`config.mk`:
```
export PLATFORM = sky130hd
export DESIGN_NAME = port_pin_change_interrupt
export DESIGN_NICKNAME = d
export VERILOG_FILES = /design/src/design/pin_change_pkg.sv /design/src/design/port_pin_change_interrupt.sv
export VERILOG_INCLUDE_DIRS = /design/src /design/src/design
export SDC_FILE = /design/constraint.sdc
export NUM_CORES = 1
export LEC_CHECK = 0
export BUFFER_PORTS_ARGS = -buffer_cell sky130_fd_sc_hd__buf_2
export CAP_MARGIN = 15
export CORE_MARGIN = 1
export CORE_UTILIZATION = 30
export CTS_BUF_LIST = sky130_fd_sc_hd__clkbuf_16
export DETAILED_ROUTE_END_ITERATION = 7
export PLACE_DENSITY = 0.57
export SETUP_SLACK_MARGIN = 0.4
export SLEW_MARGIN = 5
export SYNTH_ARGS = -nofsm -noshare
export SYNTH_HDL_FRONTEND = slang
export SYNTH_SLANG_ARGS = --single-unit
```
`constraint.sdc`:
```
create_clock -name i_core_clk -period 1.61 [get_ports i_core_clk]
set_input_delay 0.322 -clock i_core_clk [delete_from_list [all_inputs] [get_ports i_core_clk]]
set_output_delay 0.322 -clock i_core_clk [all_outputs]
set_load 0.005 [all_outputs]
```
`src/design/pin_change_defines.svh`:
```
// Purpose: register offsets, field positions and reset values of the pin change block
// Assumes: APB with 32-bit data, one aligned word per register
// Notes: definitions only
`ifndef PIN_CHANGE_DEFINES_SVH
`define PIN_CHANGE_DEFINES_SVH

`define PCI_ADDR_W 4
`define PCI_OFF_RISE 4'h0
`define PCI_OFF_FALL 4'h4
`define PCI_OFF_FLAGS 4'h8
`define PCI_OFF_CTRL 4'hc
`define PCI_RST_RISE 8'h00
`define PCI_RST_FALL 8'h00
`define PCI_RST_FLAGS 8'h00
`define PCI_CTRL_MASTER_BIT 0
`define PCI_CTRL_SUMMARY_BIT 1
`define PCI_CTRL_SLEEP_BIT 2

`endif

```
`src/design/pin_change_pkg.sv`:
```
// Purpose: types shared by the pin change block
// Assumes: nothing
// Notes: apb request carried as one packed struct
package pin_change_pkg;
  typedef struct packed {
    logic psel;
    logic penable;
    logic pwrite;
    logic [3:0] paddr;
    logic [31:0] pwdata;
  } apb_req_s;
endpackage : pin_change_pkg

```
`src/design/port_pin_change_interrupt.sv`:
```
// Purpose: per-pin edge detection with sticky change flags and wake request
// Assumes: pins synchronous to i_core_clk; apb slave with zero wait states
// Notes: control register holds master enable, summary flag and sleep state
//
// Overview of operation
// each pin has a rising detector gated by its rise enable bit
// each pin has a falling detector gated by its fall enable bit
// both enables set detects both edge directions on that pin
// an enabled edge sets the pin flag until software clears it
// detection continues with master enable off; only the interrupt is held back
// summary flag reads as the OR of all eight pin flags
// writing zero to a flag bit clears that flag
// an edge during the clearing write leaves the flag set
// software should clear flags by masking only bits known to have changed
// with master enable set, an edge during sleep raises the wake request
// during sleep the flag register updates before the core resumes
// flags set by hardware, read and written by software; zero means no change
// pins sampled twice and compared with the previous sample, one-cycle edge pulse
//
// Added by the designer: the register offsets and the APB interface to the registers.
`timescale 1ns/1ps
`include "pin_change_defines.svh"

module port_pin_change_interrupt #(
  parameter int PIN_COUNT = 8
) (
  input wire logic i_core_clk,
  input wire logic i_srst,
  input wire pin_change_pkg::apb_req_s i_apb,
  output logic o_pready,
  output logic o_pslverr,
  output logic [31:0] o_prdata,
  input wire logic [PIN_COUNT-1:0] i_pins,
  input wire logic i_core_asleep,
  output logic o_change_irq,
  output logic o_wake_request,
  output logic o_change_irq_summary_flag
);

  logic [PIN_COUNT-1:0] pin_sync1;
  logic [PIN_COUNT-1:0] pin_sync2;
  logic [PIN_COUNT-1:0] pin_prev;
  logic [PIN_COUNT-1:0] rising_edge_enable;
  logic [PIN_COUNT-1:0] falling_edge_enable;
  logic [PIN_COUNT-1:0] pin_change_flags;
  logic [PIN_COUNT-1:0] next_flags;
  logic [PIN_COUNT-1:0] rise_hit;
  logic [PIN_COUNT-1:0] fall_hit;
  logic [PIN_COUNT-1:0] edge_hit;
  logic change_irq_master_enable;
  logic [31:0] next_prdata;

  wire access = i_apb.psel && i_apb.penable;
  wire wr = access && i_apb.pwrite;
  wire sel_rise = i_apb.paddr == `PCI_OFF_RISE;
  wire sel_fall = i_apb.paddr == `PCI_OFF_FALL;
  wire sel_flags = i_apb.paddr == `PCI_OFF_FLAGS;
  wire sel_ctrl = i_apb.paddr == `PCI_OFF_CTRL;
  wire mapped = sel_rise || sel_fall || sel_flags || sel_ctrl;
  wire wr_flags = wr && sel_flags;
  wire wr_rise = wr && sel_rise;
  wire wr_fall = wr && sel_fall;
  wire wr_ctrl = wr && sel_ctrl;
  wire rd_setup = i_apb.psel && !i_apb.penable && !i_apb.pwrite;
  wire change_irq_summary_flag = |pin_change_flags;

  // pin synchroniser and previous sample
  always_ff @(posedge i_core_clk) begin
    if (i_srst) begin
      pin_sync1 <= '0;
      pin_sync2 <= '0;
      pin_prev <= '0;
    end else begin
      pin_sync1 <= i_pins;
      pin_sync2 <= pin_sync1;
      pin_prev <= pin_sync2;
    end
  end

  // per-pin detectors and flag next state
  genvar g;
  generate
    for (g = 0; g < PIN_COUNT; g++) begin : g_pin
      assign rise_hit[g] = rising_edge_enable[g] && pin_sync2[g] && !pin_prev[g];
      assign fall_hit[g] = falling_edge_enable[g] && !pin_sync2[g] && pin_prev[g];
      assign edge_hit[g] = rise_hit[g] || fall_hit[g];
      // set wins over the clearing write
      assign next_flags[g] = edge_hit[g] ? 1'b1 :
        (wr_flags ? i_apb.pwdata[g] : pin_change_flags[g]);

      a_pin_rise_flag: assert property (@(posedge i_core_clk) disable iff (i_srst)
        rising_edge_enable[g] && $past(i_pins[g], 2) && !$past(i_pins[g], 3)
        |=> pin_change_flags[g])
        else $error("enabled rise did not set flag");

      a_pin_fall_flag: assert property (@(posedge i_core_clk) disable iff (i_srst)
        falling_edge_enable[g] && !$past(i_pins[g], 2) && $past(i_pins[g], 3)
        |=> pin_change_flags[g])
        else $error("enabled fall did not set flag");

      a_pin_both_edges: assert property (@(posedge i_core_clk) disable iff (i_srst)
        rising_edge_enable[g] && falling_edge_enable[g] &&
        ($past(i_pins[g], 2) != $past(i_pins[g], 3)) |=> pin_change_flags[g])
        else $error("edge missed with both enables set");

      a_pin_flag_sticky: assert property (@(posedge i_core_clk) disable iff (i_srst)
        pin_change_flags[g] && !wr_flags
        |=> pin_change_flags[g])
        else $error("flag dropped without a write");

      a_pin_quiet: assert property (@(posedge i_core_clk) disable iff (i_srst)
        !pin_change_flags[g] && !wr_flags && ($past(i_pins[g], 2) == $past(i_pins[g], 3))
        |=> !pin_change_flags[g])
        else $error("flag set with no change");

      a_pin_write_one: assert property (@(posedge i_core_clk) disable iff (i_srst)
        wr_flags && i_apb.pwdata[g]
        |=> pin_change_flags[g])
        else $error("written one not stored");

      a_pin_zero_clear: assert property (@(posedge i_core_clk) disable iff (i_srst)
        wr_flags && !i_apb.pwdata[g] && ($past(i_pins[g], 2) == $past(i_pins[g], 3))
        |=> !pin_change_flags[g])
        else $error("zero write left flag set");

      a_pin_set_wins: assert property (@(posedge i_core_clk) disable iff (i_srst)
        wr_flags && edge_hit[g]
        |=> pin_change_flags[g])
        else $error("edge lost in clearing write");

      a_pin_pulse_short: assert property (@(posedge i_core_clk) disable iff (i_srst)
        rise_hit[g]
        |=> !rise_hit[g])
        else $error("rise pulse longer than one cycle");

      a_pin_dir_gated: assert property (@(posedge i_core_clk) disable iff (i_srst)
        edge_hit[g] |-> (rising_edge_enable[g] && $past(i_pins[g], 2)) ||
        (falling_edge_enable[g] && !$past(i_pins[g], 2)))
        else $error("edge seen in disabled direction");

      a_pin_sync_stage: assert property (@(posedge i_core_clk) disable iff (i_srst)
        pin_sync2[g]
        == $past(i_pins[g], 2))
        else $error("synchroniser depth wrong");

      a_pin_summary: assert property (@(posedge i_core_clk) disable iff (i_srst)
        pin_change_flags[g]
        |-> o_change_irq_summary_flag)
        else $error("summary misses a flag");

      a_pin_irq: assert property (@(posedge i_core_clk) disable iff (i_srst)
        pin_change_flags[g] && change_irq_master_enable
        |-> o_change_irq)
        else $error("enabled flag gave no interrupt");
    end
  endgenerate

  always_comb begin
    next_prdata = '0;
    if (sel_rise) begin
      next_prdata[PIN_COUNT-1:0] = rising_edge_enable;
    end else if (sel_fall) begin
      next_prdata[PIN_COUNT-1:0] = falling_edge_enable;
    end else if (sel_flags) begin
      next_prdata[PIN_COUNT-1:0] = pin_change_flags;
    end else if (sel_ctrl) begin
      next_prdata[`PCI_CTRL_MASTER_BIT] = change_irq_master_enable;
      next_prdata[`PCI_CTRL_SUMMARY_BIT] = change_irq_summary_flag;
      next_prdata[`PCI_CTRL_SLEEP_BIT] = i_core_asleep;
    end
  end

  // enable registers, written only by software
  always_ff @(posedge i_core_clk) begin
    if (i_srst) begin
      rising_edge_enable <= `PCI_RST_RISE;
    end else if (wr_rise) begin
      rising_edge_enable <= i_apb.pwdata[PIN_COUNT-1:0];
    end
  end

  always_ff @(posedge i_core_clk) begin
    if (i_srst) begin
      falling_edge_enable <= `PCI_RST_FALL;
    end else if (wr_fall) begin
      falling_edge_enable <= i_apb.pwdata[PIN_COUNT-1:0];
    end
  end

  always_ff @(posedge i_core_clk) begin
    if (i_srst) begin
      change_irq_master_enable <= 1'b0;
    end else if (wr_ctrl) begin
      change_irq_master_enable <= i_apb.pwdata[`PCI_CTRL_MASTER_BIT];
    end
  end

  // flags update every cycle, awake or asleep
  always_ff @(posedge i_core_clk) begin
    if (i_srst) begin
      pin_change_flags <= `PCI_RST_FLAGS;
    end else begin
      pin_change_flags <= next_flags;
    end
  end

  always_ff @(posedge i_core_clk) begin
    if (i_srst) begin
      o_prdata <= '0;
    end else if (rd_setup) begin
      o_prdata <= next_prdata;
    end
  end

  assign o_pready = 1'b1;
  assign o_pslverr = access && !mapped;
  assign o_change_irq_summary_flag = change_irq_summary_flag;
  assign o_change_irq = change_irq_master_enable && change_irq_summary_flag;
  assign o_wake_request = o_change_irq && i_core_asleep;

  a_flag_sets_on_edge: assert property (@(posedge i_core_clk) disable iff (i_srst)
    edge_hit != '0 |=> (pin_change_flags & $past(edge_hit)) == $past(edge_hit))
    else $error("enabled edge did not set its flag");

  a_set_beats_clear: assert property (@(posedge i_core_clk) disable iff (i_srst)
    wr_flags && edge_hit[0] |=> pin_change_flags[0])
    else $error("edge lost during clearing write");

  a_zero_write_clears: assert property (@(posedge i_core_clk) disable iff (i_srst)
    wr_flags && !i_apb.pwdata[0] && !edge_hit[0] |=> !pin_change_flags[0])
    else $error("zero write did not clear flag");

  a_rise_detect_gated: assert property (@(posedge i_core_clk) disable iff (i_srst)
    ##1 $rose(pin_sync2[1]) && rising_edge_enable[1] |-> edge_hit[1])
    else $error("rising edge missed");

  a_fall_detect_gated: assert property (@(posedge i_core_clk) disable iff (i_srst)
    edge_hit[2] |-> (rising_edge_enable[2] && pin_sync2[2]) ||
      (falling_edge_enable[2] && !pin_sync2[2]))
    else $error("edge seen without matching enable");

  a_sync_latency: assert property (@(posedge i_core_clk) disable iff (i_srst)
    ##3 rising_edge_enable[3] && $past(i_pins[3], 2) && !$past(i_pins[3], 3) |-> edge_hit[3])
    else $error("edge not flagged two cycles after pin change");

  a_edge_one_cycle: assert property (@(posedge i_core_clk) disable iff (i_srst)
    fall_hit[4] |=> !fall_hit[4])
    else $error("edge pulse malformed");

  a_summary_is_or: assert property (@(posedge i_core_clk) disable iff (i_srst)
    o_change_irq_summary_flag == (pin_change_flags != '0))
    else $error("summary flag mismatch");

  a_irq_masked: assert property (@(posedge i_core_clk) disable iff (i_srst)
    !change_irq_master_enable && edge_hit != '0 |=> !o_change_irq && pin_change_flags != '0)
    else $error("master enable gating wrong");

  a_wake_on_edge: assert property (@(posedge i_core_clk) disable iff (i_srst)
    change_irq_master_enable && i_core_asleep && edge_hit != '0 && !wr_flags
      ##1 i_core_asleep && change_irq_master_enable |-> o_wake_request)
    else $error("no wake on edge in sleep");

  a_flags_before_wake: assert property (@(posedge i_core_clk) disable iff (i_srst)
    o_wake_request |-> pin_change_flags != '0)
    else $error("wake without updated flags");

  a_rise_enable_write: assert property (@(posedge i_core_clk) disable iff (i_srst)
    wr_rise
    |=> rising_edge_enable == $past(i_apb.pwdata[PIN_COUNT-1:0]))
    else $error("rise enable write lost");

  a_fall_enable_write: assert property (@(posedge i_core_clk) disable iff (i_srst)
    wr_fall
    |=> falling_edge_enable == $past(i_apb.pwdata[PIN_COUNT-1:0]))
    else $error("fall enable write lost");

  a_master_write: assert property (@(posedge i_core_clk) disable iff (i_srst)
    wr_ctrl
    |=> change_irq_master_enable == $past(i_apb.pwdata[`PCI_CTRL_MASTER_BIT]))
    else $error("master enable write lost");

  a_rise_enable_hold: assert property (@(posedge i_core_clk) disable iff (i_srst)
    !wr_rise
    |=> $stable(rising_edge_enable))
    else $error("rise enables changed without write");

  a_fall_enable_hold: assert property (@(posedge i_core_clk) disable iff (i_srst)
    !wr_fall
    |=> $stable(falling_edge_enable))
    else $error("fall enables changed without write");

  a_master_hold: assert property (@(posedge i_core_clk) disable iff (i_srst)
    !wr_ctrl
    |=> $stable(change_irq_master_enable))
    else $error("master enable changed without write");

  a_irq_follows: assert property (@(posedge i_core_clk) disable iff (i_srst)
    o_change_irq ==
    (change_irq_master_enable && (pin_change_flags != '0)))
    else $error("interrupt not master and summary");

  a_wake_needs_sleep: assert property (@(posedge i_core_clk) disable iff (i_srst)
    o_wake_request
    |-> i_core_asleep && change_irq_master_enable)
    else $error("wake request while awake or masked");

  a_wake_in_sleep: assert property (@(posedge i_core_clk) disable iff (i_srst)
    i_core_asleep && o_change_irq
    |-> o_wake_request)
    else $error("interrupt in sleep gave no wake");

  a_sleep_flag_update: assert property (@(posedge i_core_clk) disable iff (i_srst)
    i_core_asleep && edge_hit != '0
    |=> (pin_change_flags & $past(edge_hit)) == $past(edge_hit))
    else $error("flag not updated in sleep");

  a_flags_read: assert property (@(posedge i_core_clk) disable iff (i_srst)
    rd_setup && sel_flags
    |=> o_prdata[PIN_COUNT-1:0] == $past(pin_change_flags))
    else $error("flag read wrong");

  a_read_upper_zero: assert property (@(posedge i_core_clk) disable iff (i_srst)
    rd_setup
    |=> o_prdata[31:PIN_COUNT] == '0)
    else $error("unused read bits not zero");

  a_ctrl_summary_read: assert property (@(posedge i_core_clk) disable iff (i_srst)
    rd_setup && sel_ctrl
    |=> o_prdata[`PCI_CTRL_SUMMARY_BIT] == $past(change_irq_summary_flag))
    else $error("summary read wrong");

  a_ctrl_sleep_read: assert property (@(posedge i_core_clk) disable iff (i_srst)
    rd_setup && sel_ctrl
    |=> o_prdata[`PCI_CTRL_SLEEP_BIT] == $past(i_core_asleep))
    else $error("sleep state read wrong");

  a_ctrl_master_read: assert property (@(posedge i_core_clk) disable iff (i_srst)
    rd_setup && sel_ctrl
    |=> o_prdata[`PCI_CTRL_MASTER_BIT] == $past(change_irq_master_enable))
    else $error("master enable read wrong");

  a_rise_read: assert property (@(posedge i_core_clk) disable iff (i_srst)
    rd_setup && sel_rise
    |=> o_prdata[PIN_COUNT-1:0] == $past(rising_edge_enable))
    else $error("rise enable read wrong");

  a_fall_read: assert property (@(posedge i_core_clk) disable iff (i_srst)
    rd_setup && sel_fall
    |=> o_prdata[PIN_COUNT-1:0] == $past(falling_edge_enable))
    else $error("fall enable read wrong");

  a_prdata_hold: assert property (@(posedge i_core_clk) disable iff (i_srst)
    !rd_setup
    |=> $stable(o_prdata))
    else $error("read data changed outside read setup");

  a_unmapped_ignored: assert property (@(posedge i_core_clk) disable iff (i_srst)
    wr && !mapped
    |=> $stable(rising_edge_enable) && $stable(falling_edge_enable))
    else $error("unmapped write changed a register");

endmodule : port_pin_change_interrupt

```
==> results.sh <==
export IMPL_startpoint_type="flip-flop"
export IMPL_path_class="flip-flop to primary output"
export IMPL_hold_depth=2
export IMPL_p_leak_nw=1.350
export IMPL_first_pass_iters=4
export IMPL_holdBufCountCts=0
export IMPL_outcome="finished with violations"
export IMPL_layout_setup_ws_ps=-72.84
export IMPL_pin_count=87
export IMPL_layoutNonFillerInstCount=405
export IMPL_synth_area_per_cell_um2=10.03
export IMPL_ctsLongestPathBuffers=2
export IMPL_setup_viol=2
export IMPL_fin_skew_ps=4.767
export IMPL_grt_pass1_wl_mm=7.907
export IMPL_grt_use_total_pct=12.26
export IMPL_die_w_um=93.24
export IMPL_max_freq_ghz=0.5942
export IMPL_period_minus_slack_ps=1683
export IMPL_die_h_um=93.24
export IMPL_initial_utilization_pct=31.66
export IMPL_ys_ff_latch=57
export IMPL_critPathMaxFanout=4
export IMPL_design_area_um2=3073
export IMPL_violations="negative setup slack"
export IMPL_drv_slew=0
export IMPL_drive_gt1_share_pct=27.39
export IMPL_ys_warn_count=0
export IMPL_worstPathRequired_ps=1290
export IMPL_numCtsBuffers=9
export IMPL_drc=0
export IMPL_clkPwrFrac_pct=51.3
export IMPL_diodes=0
export IMPL_grt_start_max_net_pins=58
export IMPL_ir_worst_vdd_mv=0.4702
export IMPL_syn_instance_count=249
export IMPL_numPortBuffers=37
export IMPL_pwr_share_seq_pct=42.7
export IMPL_synth_top_area_cell="dfxtp_1"
export IMPL_placed_area_um2=2723
export IMPL_hp_class="primary input to flip-flop"
export IMPL_p_per_area_nw_per_um2=1110
export IMPL_core_area_um2=7888
export IMPL_hold_violations=0
export IMPL_cts_tree="done"
export IMPL_cts_clk_slew_worst_paths_ps=50
export IMPL_p_int_mw=2.697
export IMPL_synth_top_cells_by_area="dfxtp_1, mux2i_1, buf_4"
export IMPL_crit_path_end_kind="primary output"
export IMPL_drtIter0Drc=58
export IMPL_via_count=1777
export IMPL_wirelength_mm=4.927
export IMPL_p_comb_share_pct=5.9
export IMPL_dp_cells=384
export IMPL_cts_sinks=57
export IMPL_dieArea_um2=8694
export IMPL_synth_top_area_share_pct=45.69
export IMPL_drv_cap=0
export IMPL_p_sw_mw=0.7137
export IMPL_syn_area_um2=2497
export IMPL_worst_r2r_cell_count=6
export IMPL_tns_ps=-116.7
export IMPL_period_share_pct=104.5
export IMPL_htreeDepth=3
export IMPL_place_ws_ps=88.47
export IMPL_ys_types=36
export IMPL_antenna_found_initial=0
export IMPL_p_sw_share_pct=20.92
export IMPL_crit_arrival_ps=1360
export IMPL_rows=32
export IMPL_finalWeightedCongestion=0.7623
export IMPL_final_net_count=348
export IMPL_dp_hpwl_mm=3.364
export IMPL_clk_latency_ps=320
export IMPL_rsz0062_at_grt="true"
export IMPL_syn_to_final_growth_pct=23.05
export IMPL_yosysSeqAreaShare_pct=45.69
export IMPL_wl_per_cell_um=12.17
export IMPL_root_buffer="clkbuf_16"
export IMPL_vias_per_cell=4.388
export IMPL_power_mw=3.411
export IMPL_ant_nets=0
export IMPL_grt_pass1_vias=1627
export IMPL_grt_overflow_total=0
[sequential cells by signal (all words and copies together), names as in the netlist]
register                  flops
pin_sync1                     8
pin_sync2                     8
rising_edge_enable            8
pin_change_flags              8
falling_edge_enable           8
pin_prev                      8
o_prdata                      8
change_irq_master_enable      1
[cells by family (layout without fill, tap and decap cells)]
| group | Yosys count | after routing | synth area share [%] |
|---|---|---|---|
| DFF | 57 | 57 | 45.69 |
| AOI/OAI and AO/OA | 35 | 35 | 10.47 |
| and+or+nand+nor | 94 | 94 | 23.35 |
| buffers and inverters | 37 | 68 | 10.47 |
| other | 2 | 25 | 0.3007 |
| muxes | 24 | 24 | 9.719 |
[what timing repair did]
item | in CTS | in global routing
pin swaps | 5 | 6
buffers inserted | 4 | 1
setup endpoints to repair | 6 | 12
endpoints found under the hold margin | 0 | 0
gates cloned | 0 | 0
resized for setup | 7 | 2
[layout by cell type (no fill, tap or decap), types with 5 or more instances in the layout]
| cell | n |
|---|---|
| a21oi_1 | 8 |
| a22oi_1 | 6 |
| a31oi_1 | 8 |
| buf_2 | 37 |
| buf_4 | 14 |
| clkbuf_16 | 9 |
| conb_1 | 25 |
| dfxtp_1 | 55 |
| mux2i_1 | 22 |
| nand2_1 | 10 |
| nand3_1 | 8 |
| nand3b_1 | 16 |
| nor2_1 | 18 |
| nor2b_1 | 25 |
| o2bb2ai_1 | 5 |
[worst max-delay path, cell delays in order, from the launching register on]
cell and delay [ps]:
dfxtp_1 330, nor4_2 300, nand2_2 110, and3_1 170, buf_2 120
[Yosys cell counts]
cell type,number
buf_2,2
nor4_1,2
buf_1,1
a211oi_2,1
buf_4,26
buf_6,3
nor4_4,1
and2_1,1
a21oi_2,1
a22o_1,3
a22oi_1,6
a211oi_1,1
conb_1,2
nor3_4,1
nand3b_1,16
a31oi_1,8
nand3_1,8
nand4_1,2
nor2_4,1
mux2_2,1
clkbuf_1,5
a21oi_1,8
mux2i_1,22
nor2b_1,25
nand3_4,2
and3_1,2
a22oi_2,1
nand2_1,12
dfxtp_1,57
nor2_1,18
o2bb2ai_1,5
and2b_4,1
nor3b_1,1
a311oi_2,1
mux2_1,1
or3b_1,1
[power by group through the flow]
stage          combinational (mW)  sequential, mW  clock (mW)
2_1_floorplan               0.162            1.48           0
3_3_place_gp                0.191            1.48           0
3_5_place_dp                0.192            1.49           0
4_1_cts                     0.200            1.46        1.80
5_1_grt                     0.223            1.46        1.87
6_report                    0.202            1.46        1.75
[layer usage]
| metal | global-route usage (%) | share of wire (%) | up-vias |
|---|---|---|---|
| met5 | 0 | 0 | - |
| met4 | 6.154 | 1.9 | 0 |
| met3 | 5.041 | 7.0 | 8 |
| met2 | 17.52 | 42 | 58 |
| li1 | - | - | 919 |
| met1 | 15.76 | 49 | 792 |
[area by class of cell]
cell class | instances | area [um^2]
Fill cell | 797 | 4815
Multi-Input combinational cell | 178 | 1211
Sequential cell | 57 | 1144
Timing Repair Buffer | 52 | 310.3
Clock buffer | 9 | 225.2
Tap cell | 102 | 127.6
Clock inverter | 7 | 55.05
[stage by stage]
step	hold WS, ps	util, %
after detailed placement	420.4	34.52
final	205.6	38.96
after global routing	201.8	38.96
after CTS	197.3	38.82
after floorplan	413.8	-
after global placement	421.7	34.52
[path summary, 6_finish.rpt]
check,from,endpoint,slack (ps)
max,pin_change_flags[3]$_SDFFE_PP0P_,o_wake_request,-70
min,i_pins[1],pin_sync1[1]$_SDFF_PP0_,210
max reg2reg,pin_change_flags[3]$_SDFFE_PP0P_,o_prdata[1]$_SDFFE_PP0P_,290
min reg2reg,pin_sync1[4]$_SDFF_PP0_,pin_sync2[4]$_SDFF_PP0_,430
Power figures use the tool's default switching activity.
